[src/watchdog_params.svh]
// Offsets, field positions, reset values and timing counts of the watchdog block.
// Assumes nothing; included by the package user files by bare name.
`ifndef WATCHDOG_PARAMS_SVH
`define WATCHDOG_PARAMS_SVH

`define WDT_SERVICE_IDX    8'hA6
`define WDT_PROGRAM_IDX    8'hA7
`define WDT_MODE_IDX       8'hA8
`define WDT_STATUS_IDX     8'hA9
`define WDT_ADDR_W         10
`define WDT_KEY_FIRST      8'h1E
`define WDT_KEY_SECOND     8'hE1
`define WDT_SEL_W          3
`define WDT_SEL_RESET      3'h0
`define WDT_BASE_BITS      14
`define WDT_CNT_W          21
`define WDT_MODE_IDLE_BIT  0
`define WDT_MODE_PD_BIT    1
`define WDT_MODE_WAKE_BIT  2
`define WDT_MODE_ACK_BIT   3
`define WDT_CLKS_PER_MC    12
`define WDT_RST_OUT_CLKS   96
`define WDT_RST_IN_MC      2
`define WDT_START_ADDR     16'h0000

`endif

[src/watchdog_pkg.sv]
// Types shared by the watchdog block, its checker and the bench.
// Assumes the parameter header is on the include path.
package watchdog_pkg;

  typedef enum logic [1:0] {
    MODE_RUN,
    MODE_IDLE,
    MODE_POWER_DOWN,
    MODE_WAKE_HOLD
  } power_mode_t;

  typedef struct packed {
    logic        psel;
    logic        penable;
    logic        pwrite;
    logic [11:0] paddr;
    logic [31:0] pwdata;
  } apb_req_t;

endpackage

[src/watchdog_counter.sv]
// Watchdog counter with programmable length of 2**(14+n)-1 machine cycles.
// Assumes count enables are one-cycle pulses on the same clock.
`timescale 1ns/1ps
`default_nettype none
`include "watchdog_params.svh"

module watchdog_counter #(
  parameter int CNT_W = `WDT_CNT_W
) (
  input  wire logic                  ref_clk,
  input  wire logic                  srst,
  input  wire logic                  clear,
  input  wire logic                  step,
  input  wire logic [`WDT_SEL_W-1:0] timeoutSelect,
  output logic                       overflow
);

  logic [CNT_W-1:0] count_q;
  logic [CNT_W-1:0] count_d;
  logic [CNT_W-1:0] limit;
  logic             overflow_d;
  logic             overflow_q;

  // Each select step doubles the base length.
  always_comb begin
    limit      = CNT_W'((64'd1 << (`WDT_BASE_BITS + timeoutSelect)) - 64'd1);
    count_d    = count_q;
    overflow_d = 1'b0;
    if (clear) begin
      count_d = '0;
    end else if (step) begin
      // Overflow as the count reaches the limit; >= also catches a count left above a newly shortened limit.
      if (count_q >= limit - CNT_W'(1)) begin
        overflow_d = 1'b1;
        count_d    = '0;
      end else begin
        count_d = count_q + CNT_W'(1);
      end
    end
  end

  always_ff @(posedge ref_clk) begin
    if (srst) begin
      count_q    <= '0;
      overflow_q <= 1'b0;
    end else begin
      count_q    <= count_d;
      overflow_q <= overflow_d;
    end
  end

  assign overflow = overflow_q;

endmodule
`default_nettype wire

[src/watchdog_with_power_modes.sv]
// Hardware watchdog with power-down and idle handling, warm reset and reset-pin pulse, APB slave.
// Assumes ref_clk is the peripheral clock, srst the power-on reset, and pins arrive asynchronously.
//
// Decided for this implementation: the register offsets and the APB interface to the registers.
`timescale 1ns/1ps
`default_nettype none
`include "watchdog_params.svh"

module watchdog_with_power_modes #(
  parameter int CLKS_PER_MC = `WDT_CLKS_PER_MC,
  parameter int RST_OUT_CLKS = `WDT_RST_OUT_CLKS
) (
  input  wire logic                  ref_clk,
  input  wire logic                  srst,
  input  wire watchdog_pkg::apb_req_t apbReq,
  output logic [31:0]                prdata,
  output logic                       pready,
  output logic                       pslverr,
  input  wire logic                  rstPinIn,
  output logic                       rstPinOut,
  output logic                       rstPinOe,
  input  wire logic                  extIntInN,
  output logic                       coreReset,
  output logic [15:0]                coreStartAddr,
  output logic                       oscRunning,
  output logic                       cpuIdle
);
  import watchdog_pkg::*;

  localparam int MC_W = $clog2(CLKS_PER_MC);
  localparam int PULSE_W = $clog2(RST_OUT_CLKS + 1);
  localparam int PIN_CLKS = `WDT_RST_IN_MC * CLKS_PER_MC;
  localparam int PIN_W = $clog2(PIN_CLKS + 1);

  // Pin synchronisers; only the second stage is read.
  logic rstMeta_q;
  logic rstSync_q;
  logic intMeta_q;
  logic intSync_q;

  always_ff @(posedge ref_clk) begin
    if (srst) begin
      rstMeta_q <= 1'b0;
      rstSync_q <= 1'b0;
      intMeta_q <= 1'b1;
      intSync_q <= 1'b1;
    end else begin
      rstMeta_q <= rstPinIn;
      rstSync_q <= rstMeta_q;
      intMeta_q <= extIntInN;
      intSync_q <= intMeta_q;
    end
  end

  // Control and status state.
  power_mode_t             mode_q, mode_d;
  logic [MC_W-1:0]         mcCnt_q, mcCnt_d;
  logic [PULSE_W-1:0]      pulseCnt_q, pulseCnt_d;
  logic [PIN_W-1:0]        pinCnt_q, pinCnt_d;
  logic                    enabled_q, enabled_d;
  logic                    keyArmed_q, keyArmed_d;
  logic [`WDT_SEL_W-1:0]   sel_q, sel_d;
  logic                    wakeEn_q, wakeEn_d;
  logic                    wdtCause_q, wdtCause_d;
  logic                    coreReset_q, coreReset_d;
  logic                    pready_q, pready_d;
  logic                    pslverr_q, pslverr_d;
  logic [31:0]             prdata_q, prdata_d;
  logic                    mcStep;
  logic                    restart;
  logic                    overflow;
  logic                    pinValid;
  logic                    warm;
  logic                    wrDone;
  logic [7:0]              wIdx;
  logic                    wLow;

  assign wIdx     = apbReq.paddr[`WDT_ADDR_W-1:2];
  assign wLow     = apbReq.paddr[1:0] == 2'b00 && apbReq.paddr[11:`WDT_ADDR_W] == '0;
  assign wrDone   = apbReq.psel && apbReq.penable && pready_q && apbReq.pwrite;
  assign pinValid = pinCnt_q == PIN_W'(PIN_CLKS);
  assign warm     = pinValid || pulseCnt_q != '0 || overflow;

  // The oscillator is off in power-down, so the machine-cycle divider and the watchdog count hold.
  assign mcStep = (mcCnt_q == MC_W'(CLKS_PER_MC - 1)) && mode_q != MODE_POWER_DOWN;

  watchdog_counter u_counter (
    .ref_clk       (ref_clk),
    .srst          (srst),
    .clear         (restart || !enabled_q || warm),
    // Idle still counts; a wake hold does not.
    .step          (mcStep && enabled_q && mode_q != MODE_WAKE_HOLD),
    .timeoutSelect (sel_q),
    .overflow      (overflow)
  );

  always_comb begin
    mode_d      = mode_q;
    mcCnt_d     = mode_q == MODE_POWER_DOWN ? mcCnt_q :
                  (mcStep ? '0 : mcCnt_q + MC_W'(1));
    pulseCnt_d  = pulseCnt_q;
    pinCnt_d    = rstSync_q ? (pinValid ? pinCnt_q : pinCnt_q + PIN_W'(1)) : '0;
    enabled_d   = enabled_q;
    keyArmed_d  = keyArmed_q;
    sel_d       = sel_q;
    wakeEn_d    = wakeEn_q;
    wdtCause_d  = wdtCause_q;
    restart     = 1'b0;
    pready_d    = apbReq.psel && apbReq.penable && !pready_q;
    pslverr_d   = 1'b0;
    prdata_d    = prdata_q;
    if (apbReq.psel && apbReq.penable && !pready_q) begin
      prdata_d  = '0;
      pslverr_d = !(wLow && (wIdx == `WDT_SERVICE_IDX || wIdx == `WDT_PROGRAM_IDX ||
                   wIdx == `WDT_MODE_IDX || wIdx == `WDT_STATUS_IDX));
      if (wLow && wIdx == `WDT_PROGRAM_IDX) begin
        prdata_d[`WDT_SEL_W-1:0] = sel_q;
      end
      if (wLow && wIdx == `WDT_MODE_IDX) begin
        prdata_d[`WDT_MODE_WAKE_BIT] = wakeEn_q;
      end
      if (wLow && wIdx == `WDT_STATUS_IDX) begin
        prdata_d[5:0] = {mode_q, intSync_q, keyArmed_q, wdtCause_q, enabled_q};
      end
    end
    if (wrDone && wLow && wIdx == `WDT_SERVICE_IDX) begin
      keyArmed_d = apbReq.pwdata[7:0] == `WDT_KEY_FIRST;
      if (keyArmed_q && apbReq.pwdata[7:0] == `WDT_KEY_SECOND) begin
        enabled_d = 1'b1;
        restart   = 1'b1;
      end
    end
    if (wrDone && wLow && wIdx == `WDT_PROGRAM_IDX) begin
      sel_d = apbReq.pwdata[`WDT_SEL_W-1:0];
    end
    if (wrDone && wLow && wIdx == `WDT_STATUS_IDX && apbReq.pwdata[1]) begin
      wdtCause_d = 1'b0;
    end
    if (wrDone && wLow && wIdx == `WDT_MODE_IDX) begin
      wakeEn_d = apbReq.pwdata[`WDT_MODE_WAKE_BIT];
      if (apbReq.pwdata[`WDT_MODE_PD_BIT]) begin
        mode_d = MODE_POWER_DOWN;
      end else if (apbReq.pwdata[`WDT_MODE_IDLE_BIT]) begin
        mode_d = MODE_IDLE;
      end
    end
    unique case (mode_q)
      MODE_RUN: begin
      end
      MODE_IDLE: begin
        if (!intSync_q && wakeEn_q) begin
          mode_d = MODE_RUN;
        end
      end
      MODE_POWER_DOWN: begin
        if (!intSync_q && wakeEn_q) begin
          mode_d = MODE_WAKE_HOLD;
        end
      end
      MODE_WAKE_HOLD: begin
        // Service is signalled by the handler writing the acknowledge bit.
        if (intSync_q && wrDone && wLow && wIdx == `WDT_MODE_IDX && apbReq.pwdata[`WDT_MODE_ACK_BIT]) begin
          mode_d = MODE_RUN;
        end
      end
    endcase
    if (overflow) begin
      pulseCnt_d = PULSE_W'(RST_OUT_CLKS);
    end else if (pulseCnt_q != '0) begin
      pulseCnt_d = pulseCnt_q - PULSE_W'(1);
    end
    // The cause flag set wins over a software clear in the same cycle.
    if (overflow) begin
      wdtCause_d = 1'b1;
    end
    // Warm reset reinitialises everything software sees except the cause flag.
    if (warm) begin
      mode_d     = MODE_RUN;
      enabled_d  = 1'b0;
      keyArmed_d = 1'b0;
      sel_d      = `WDT_SEL_RESET;
      wakeEn_d   = 1'b0;
    end
    coreReset_d = warm;
  end

  always_ff @(posedge ref_clk) begin
    if (srst) begin
      mode_q      <= MODE_RUN;
      mcCnt_q     <= '0;
      pulseCnt_q  <= '0;
      pinCnt_q    <= '0;
      enabled_q   <= 1'b0;
      keyArmed_q  <= 1'b0;
      sel_q       <= `WDT_SEL_RESET;
      wakeEn_q    <= 1'b0;
      wdtCause_q  <= 1'b0;
      coreReset_q <= 1'b1;
      pready_q    <= 1'b0;
      pslverr_q   <= 1'b0;
      prdata_q    <= '0;
    end else begin
      mode_q      <= mode_d;
      mcCnt_q     <= mcCnt_d;
      pulseCnt_q  <= pulseCnt_d;
      pinCnt_q    <= pinCnt_d;
      enabled_q   <= enabled_d;
      keyArmed_q  <= keyArmed_d;
      sel_q       <= sel_d;
      wakeEn_q    <= wakeEn_d;
      wdtCause_q  <= wdtCause_d;
      coreReset_q <= coreReset_d;
      pready_q    <= pready_d;
      pslverr_q   <= pslverr_d;
      prdata_q    <= prdata_d;
    end
  end

  // Registered pin drive; the pulse also reads back through the pin, lengthening reset slightly.
  logic rstOe_q;
  logic osc_q;
  logic idle_q;
  logic [15:0] startAddr_q;

  always_ff @(posedge ref_clk) begin
    if (srst) begin
      rstOe_q     <= 1'b0;
      osc_q       <= 1'b1;
      idle_q      <= 1'b0;
      startAddr_q <= `WDT_START_ADDR;
    end else begin
      rstOe_q     <= pulseCnt_d != '0;
      osc_q       <= mode_d != MODE_POWER_DOWN;
      idle_q      <= mode_d == MODE_IDLE;
      startAddr_q <= `WDT_START_ADDR;
    end
  end

  assign prdata        = prdata_q;
  assign pready        = pready_q;
  assign pslverr       = pslverr_q;
  assign rstPinOut     = rstOe_q;
  assign rstPinOe      = rstOe_q;
  assign coreReset     = coreReset_q;
  assign coreStartAddr = startAddr_q;
  assign oscRunning    = osc_q;
  assign cpuIdle       = idle_q;

endmodule
`default_nettype wire

[config.mk]
export PLATFORM = sky130hd
export DESIGN_NAME = watchdog_with_power_modes
export DESIGN_NICKNAME = d
export VERILOG_FILES = /design/src/watchdog_pkg.sv /design/src/watchdog_counter.sv /design/src/watchdog_with_power_modes.sv
export VERILOG_INCLUDE_DIRS = /design/src
export SDC_FILE = /design/constraint.sdc
export NUM_CORES = 1
export LEC_CHECK = 0
export ABC_AREA = 1
export BUFFER_PORTS_ARGS = -buffer_cell sky130_fd_sc_hd__buf_2
export CAP_MARGIN = 20
export CORE_MARGIN = 5
export CORE_UTILIZATION = 49
export CTS_CLUSTER_SIZE = 10
export DETAILED_ROUTE_END_ITERATION = 7
export GPL_ROUTABILITY_DRIVEN = 1
export PLACE_DENSITY = 0.82
export SLEW_MARGIN = 5
export SYNTH_ARGS = -nofsm -noshare
export SYNTH_HDL_FRONTEND = slang
export SYNTH_SLANG_ARGS = --single-unit
export TNS_END_PERCENT = 1
[constraint.sdc]
create_clock -name ref_clk -period 2.4 [get_ports ref_clk]
set_input_delay 0.12 -clock ref_clk [delete_from_list [all_inputs] [get_ports ref_clk]]
set_output_delay 0.12 -clock ref_clk [all_outputs]
set_load 0.01 [all_outputs]
; Word-level counts from Yosys, hierarchy flattened
; Cells that the tools add are included.
; Widths: inputs -> output; s select.
[word_totals]
input_bits = 51
out_inout_bits = 55
wordCells = 115
register_bits = 63
[op_classes]
mux = 20
shifts = 1
eq_ne = 15
order_cmp = 1
n_addsub = 7
reduce_logical = 46
n_bitwise = 3
[op_table]
columns = cell, n
row1 = $sub 21x1->21 const B, 2
row2 = $eq 8x8->1 const B, 5
row3 = $shl 1x32->21 const A, 1
row4 = $logic_and 1x1->1, 24
row5 = $add 21x1->21 const B, 1
row6 = $ge 21x21->1, 1
row7 = $mux 21, 1
row8 = $mux 2, 7
row9 = $mux 7, 2
row10 = $reduce_bool 7->1, 2
row11 = $eq 8x5->1 const B, 1
row12 = $reduce_or 2->1, 4
row13 = $logic_or 1x1->1, 7
row14 = $sub 7x1->7 const B, 1
row15 = $mux 1, 6
row16 = $mux 6, 1
row17 = $ne 2x2->1 const B, 3
row18 = $pmux 2 s3, 1
row19 = $add 4x3->5 const A, 1
row20 = $add 5x1->5 const B, 1
row21 = $eq 5x5->1 const B, 1
row22 = $add 4x1->4 const B, 1
row23 = $eq 2x1->1 const B, 2
row24 = $eq 2x2->1 const B, 2
row25 = other kinds (9), 15

; Longest topological paths before layout
[depth]
depth_word = 11
depth_mapped = 17
depth_no_buf = 16

; By module
; From an unflattened synthesis, not the netlist that was laid out.
[unflattened]
cells_unflattened = 587
hier_area_um2 = 4132.7
[modules_own_cells]
columns = module, cells_each, area_per_inst_um2, n_inst, seq_area_each_um2
row1 = watchdog_with_power_modes, 338, 2411.1, 1, 820.8
row2 = watchdog_counter, 249, 1721.7, 1, 440.4

; Worst setup path before layout
; No wires, ideal clock.
[synth_path]
path_kind = register to register
startpoint = reg sel_q[1]
endpoint = reg u_counter.count_q[16]
t_arrival_ns = 2.553
required_ns = 2.276
stages_incl_launch_ff = 17
setup_time_ns = 0.124
path_buffers = 1
synth_period_minus_slack_ns = 2.677
path_slack_ns = -0.277
cell_sequence = dfxtp_1 > clkinv_1 > ha_1 > inv_1 > nand3_1 > xor2_1 > ha_1 > nand2_1 > nor2_1 > nand2_1 > nor2_1 > nand2_1 > nand4_1 > nand2_4 > nand2_4 > buf_12 > nor2_4
[synth_between]
elab_chain_cells = 6
[synth_rtl]
columns = element, line
row1 = from (decl), watchdog_with_power_modes.sv:62  ; logic [`WDT_SEL_W-1:0] sel_q, sel_d;
row2 = from (signal assigned), watchdog_with_power_modes.sv:195  ; sel_q <= `WDT_SEL_RESET;
row3 = from (signal assigned), watchdog_with_power_modes.sv:209  ; sel_q <= sel_d;
row4 = $add 4x3->5 (no source line), --
row5 = $shl 1x32->21, watchdog_counter.sv:26  ; limit = CNT_W'((64'd1 << (`WDT_BASE_BITS + timeoutSelect)) - 64'd1);
row6 = $sub 21x1->21, watchdog_counter.sv:26
row7 = $sub 21x1->21, watchdog_counter.sv:33  ; if (count_q >= limit - CNT_W'(1)) begin
row8 = $ge 21x21->1, watchdog_counter.sv:33
row9 = $mux 21, watchdog_counter.sv:33
row10 = to (signal assigned), watchdog_counter.sv:47  ; count_q <= count_d;
row11 = to (decl), watchdog_counter.sv:18  ; logic [CNT_W-1:0] count_q;
; No other way between the ends.
; A chain may end at the register's enable or synchronous reset.

; Worst setup path in the final report
[layout_path]
startpoint = reg sel_q[1]
endpoint = reg u_counter.count_q[4]
; Same word-level chain as after synthesis.

==> qor.csv <==
metric,value,unit
sw_frac_of_total,33.8,%
p_leak,2.18,nW
synth_area_leaders,"dfxtp_1, ha_1, nand2_1",
min_period_over_period,106,%
synth_edf_count,0,
hold_viol_final,0,
p_comb_share,23.8,%
crit_path_end_kind,flop,
chipHeight,101,µm
p_int,0.00181,W
grt_usage,17.1,%
syn_inst,552,
layout_common_cells,"nand2_1, inv_1, dfxtp_1",
vdd_ir_drop_max,0.344,mV
worstPathArrival,2780,ps
maxSlewHeadroom,66.9,%
nets,700,
clkSinkCount,63,
switchingPower,0.000924,W
clockRootBuffer,clkbuf_8,
n_antenna_cell,0,
synth_top_area_share,30.8,%
grt_max_degree,21,
routed_via_density,5.00,
yosysSeqAreaShare,30.8,%
io_buffers,39,
wl_per_cell,12.2,µm
num_vias,3637,
numCtsBuffers,9,
rsz0062_at_grt,yes,
route.detailed.drc,0,
ys_types,40,
hpwlAfterDp,6930,µm
ys_warn_count,0,
synth-main-ff-cell,dfxtp_1,
grt.overflow.total,0,
setup_viol,19,
cts_tree,done,
drive_gt1_share,20.4,%
syn_area_per_cell,7.41,µm²
dp.cells,710,
drt_wl_total,8850,µm
crit_path_start_kind,flop,
yosys.area.top_type,dfxtp_1,
dr.pass1.iters,4,
num_rows,33,
clkLatencyLatePin,340,ps
tightest_slew,494,ps
place_congestion,0.862,
period_minus_slack,2550,ps
cp_max_fo,8,
power_density,585,nW/µm²
async_flop_share,0,%
crit_type,reg -> reg,
violations,negative setup slack,
clockBufferDepth,2,
cts_setup_buffers,0,
max_freq,392,MHz
fp.dieArea,10300,µm²
hold_class,in -> reg,
drt_iter0_markers,166,
path_clk_slew,80,ps
finalWorstSetupSlack,-148,ps
die_x,101,µm
seq_power_share,42.1,%
max-cap-violations,0,
h-tree-depth,3,
skew,7.00,ps
power.total,0.00274,W
antenna_found_initial,0,
pwr-share-clk,34.1,%
ys_seq_elements,63,
placed_area,4390,µm²
status,"finished, violations left",
grt_pass1_wl,14300,µm
io_pins,106,
final-max-slew-violation-count,0,
final_common_cell,nand2_1,
synth_area,4090,µm²
syn2layout_area_growth,14.2,%
grt_pass1_vias,3379,
design_area,4670,µm²
antenna_left,0,
final_cell_count_no_fill,728,
initial_core_util,50.1,%
crit_required,2630,ps
core-area,8180,µm²
sequential cells by signal, indices dropped and copies added (netlist names), 2 cells and up:
name	cells
mode_q	2
pulseCnt_q	7
sel_q	3
prdata	6
u_counter.count_q	21
mcCnt_q	4
pinCnt_q	5
worst paths after layout:
path,end,slack [ps],startpoint,depth (start not counted)
min,sel_q[1],50,apbReq[1],3
min reg2reg,intSync_q,410,intMeta_q,1
max reg2reg,u_counter.count_q[4],-150,sel_q[1],16
max,u_counter.count_q[4],-150,sel_q[1],16
Yosys cell counts, types with 2 or more instances:
cell and n:
clkbuf_1 2, or2_2 3, a21oi_1 33, nand3_2 2, buf_4 43, nand4_2 3, o21a_1 4, nor4_1 3
xnor2_1 4, nor2_2 7, a31oi_1 2, dfxtp_1 63, inv_2 3, nor3_1 10, ha_1 31, nand3b_1 2
o22ai_1 2, xor2_1 14, nand4_1 12, nand2_2 2, nand2_4 2, o211ai_1 3, nand3_1 34, inv_1 72
nor2_4 13, o21ai_0 17, nand2_1 89, nor2_1 65
metrics by stage:
step	TNS (ps)	util [%]	hold slack [ps]	setup slack, ps
2_1_floorplan	0	-	224	28.4
3_3_place_gp	-9.10	53.7	305	-7.88
3_5_place_dp	-1270	53.7	309	-96.6
4_1_cts	-1220	56.7	37.4	-90.2
5_1_grt	-5610	57.2	44.1	-313
6_report	-1870	57.2	51.8	-148
layout make-up:
| cell class | count | area, µm² |
|---|---|---|
| sequential | 63 | 1260 |
| multi-input combinational | 414 | 2450 |
| inverter | 76 | 290 |
| fill | 729 | 3500 |
| clock buffer | 9 | 124 |
| clock inverter | 7 | 72.6 |
| timing repair buffer | 54 | 342 |
| tap | 105 | 131 |
logic make-up after synthesis:
logic type	Yosys count	share of synthesized area, %
xor gates and xnor gates	18	3.85
buffers and inverters	122	15.5
other	1	0.0916
DFF	63	30.8
and+or+nand+nor	250	30.8
AOI/OAI and AO/OA	67	9.39
adders and majority gates	31	9.48
routing by layer:
layer  vias to the layer above  wire length, µm  part of all wire [%]  track usage (%)
met2                       123             4480                    51             31.3
met4                         0              288                   3.3             8.69
met1                      1656             3600                    41             19.0
met3                        25              481                   5.4             2.69
li1                       1833                -                     -                -
met5                         -                0                     0                0
repair_timing:
item	in CTS	in global routing
endpoints found under the hold margin	2	0
hold buffers	2	0
setup endpoints to repair	19	22
pin swaps	8	11
gates resized for setup	8	12
worst max-delay path, stage by stage (launching register included):
cell      delay (ps)
dfxtp_4          370
clkinv_4          70
ha_4             280
nand3_2           90
a21oi_2          130
o21ai_1           80
ha_1             320
nand2_1           70
nor2_2           160
nand2_1          110
nor2_1           100
nand2_1           70
nand4_1          170
nand2_4          100
nand2_8          110
buf_12           160
nor2_4            40
power by group through the flow:
stage	Sequential (W)	Combinational (W)	Clock (W)
finish	0.00115	0.000652	0.000932
global placement	0.00117	0.000605	0
global route	0.00116	0.000729	0.000993
detailed placement	0.00118	0.000633	0
CTS	0.00115	0.000644	0.000947
floorplan	0.00118	0.000540	0
Power figures use the tool's default switching activity.
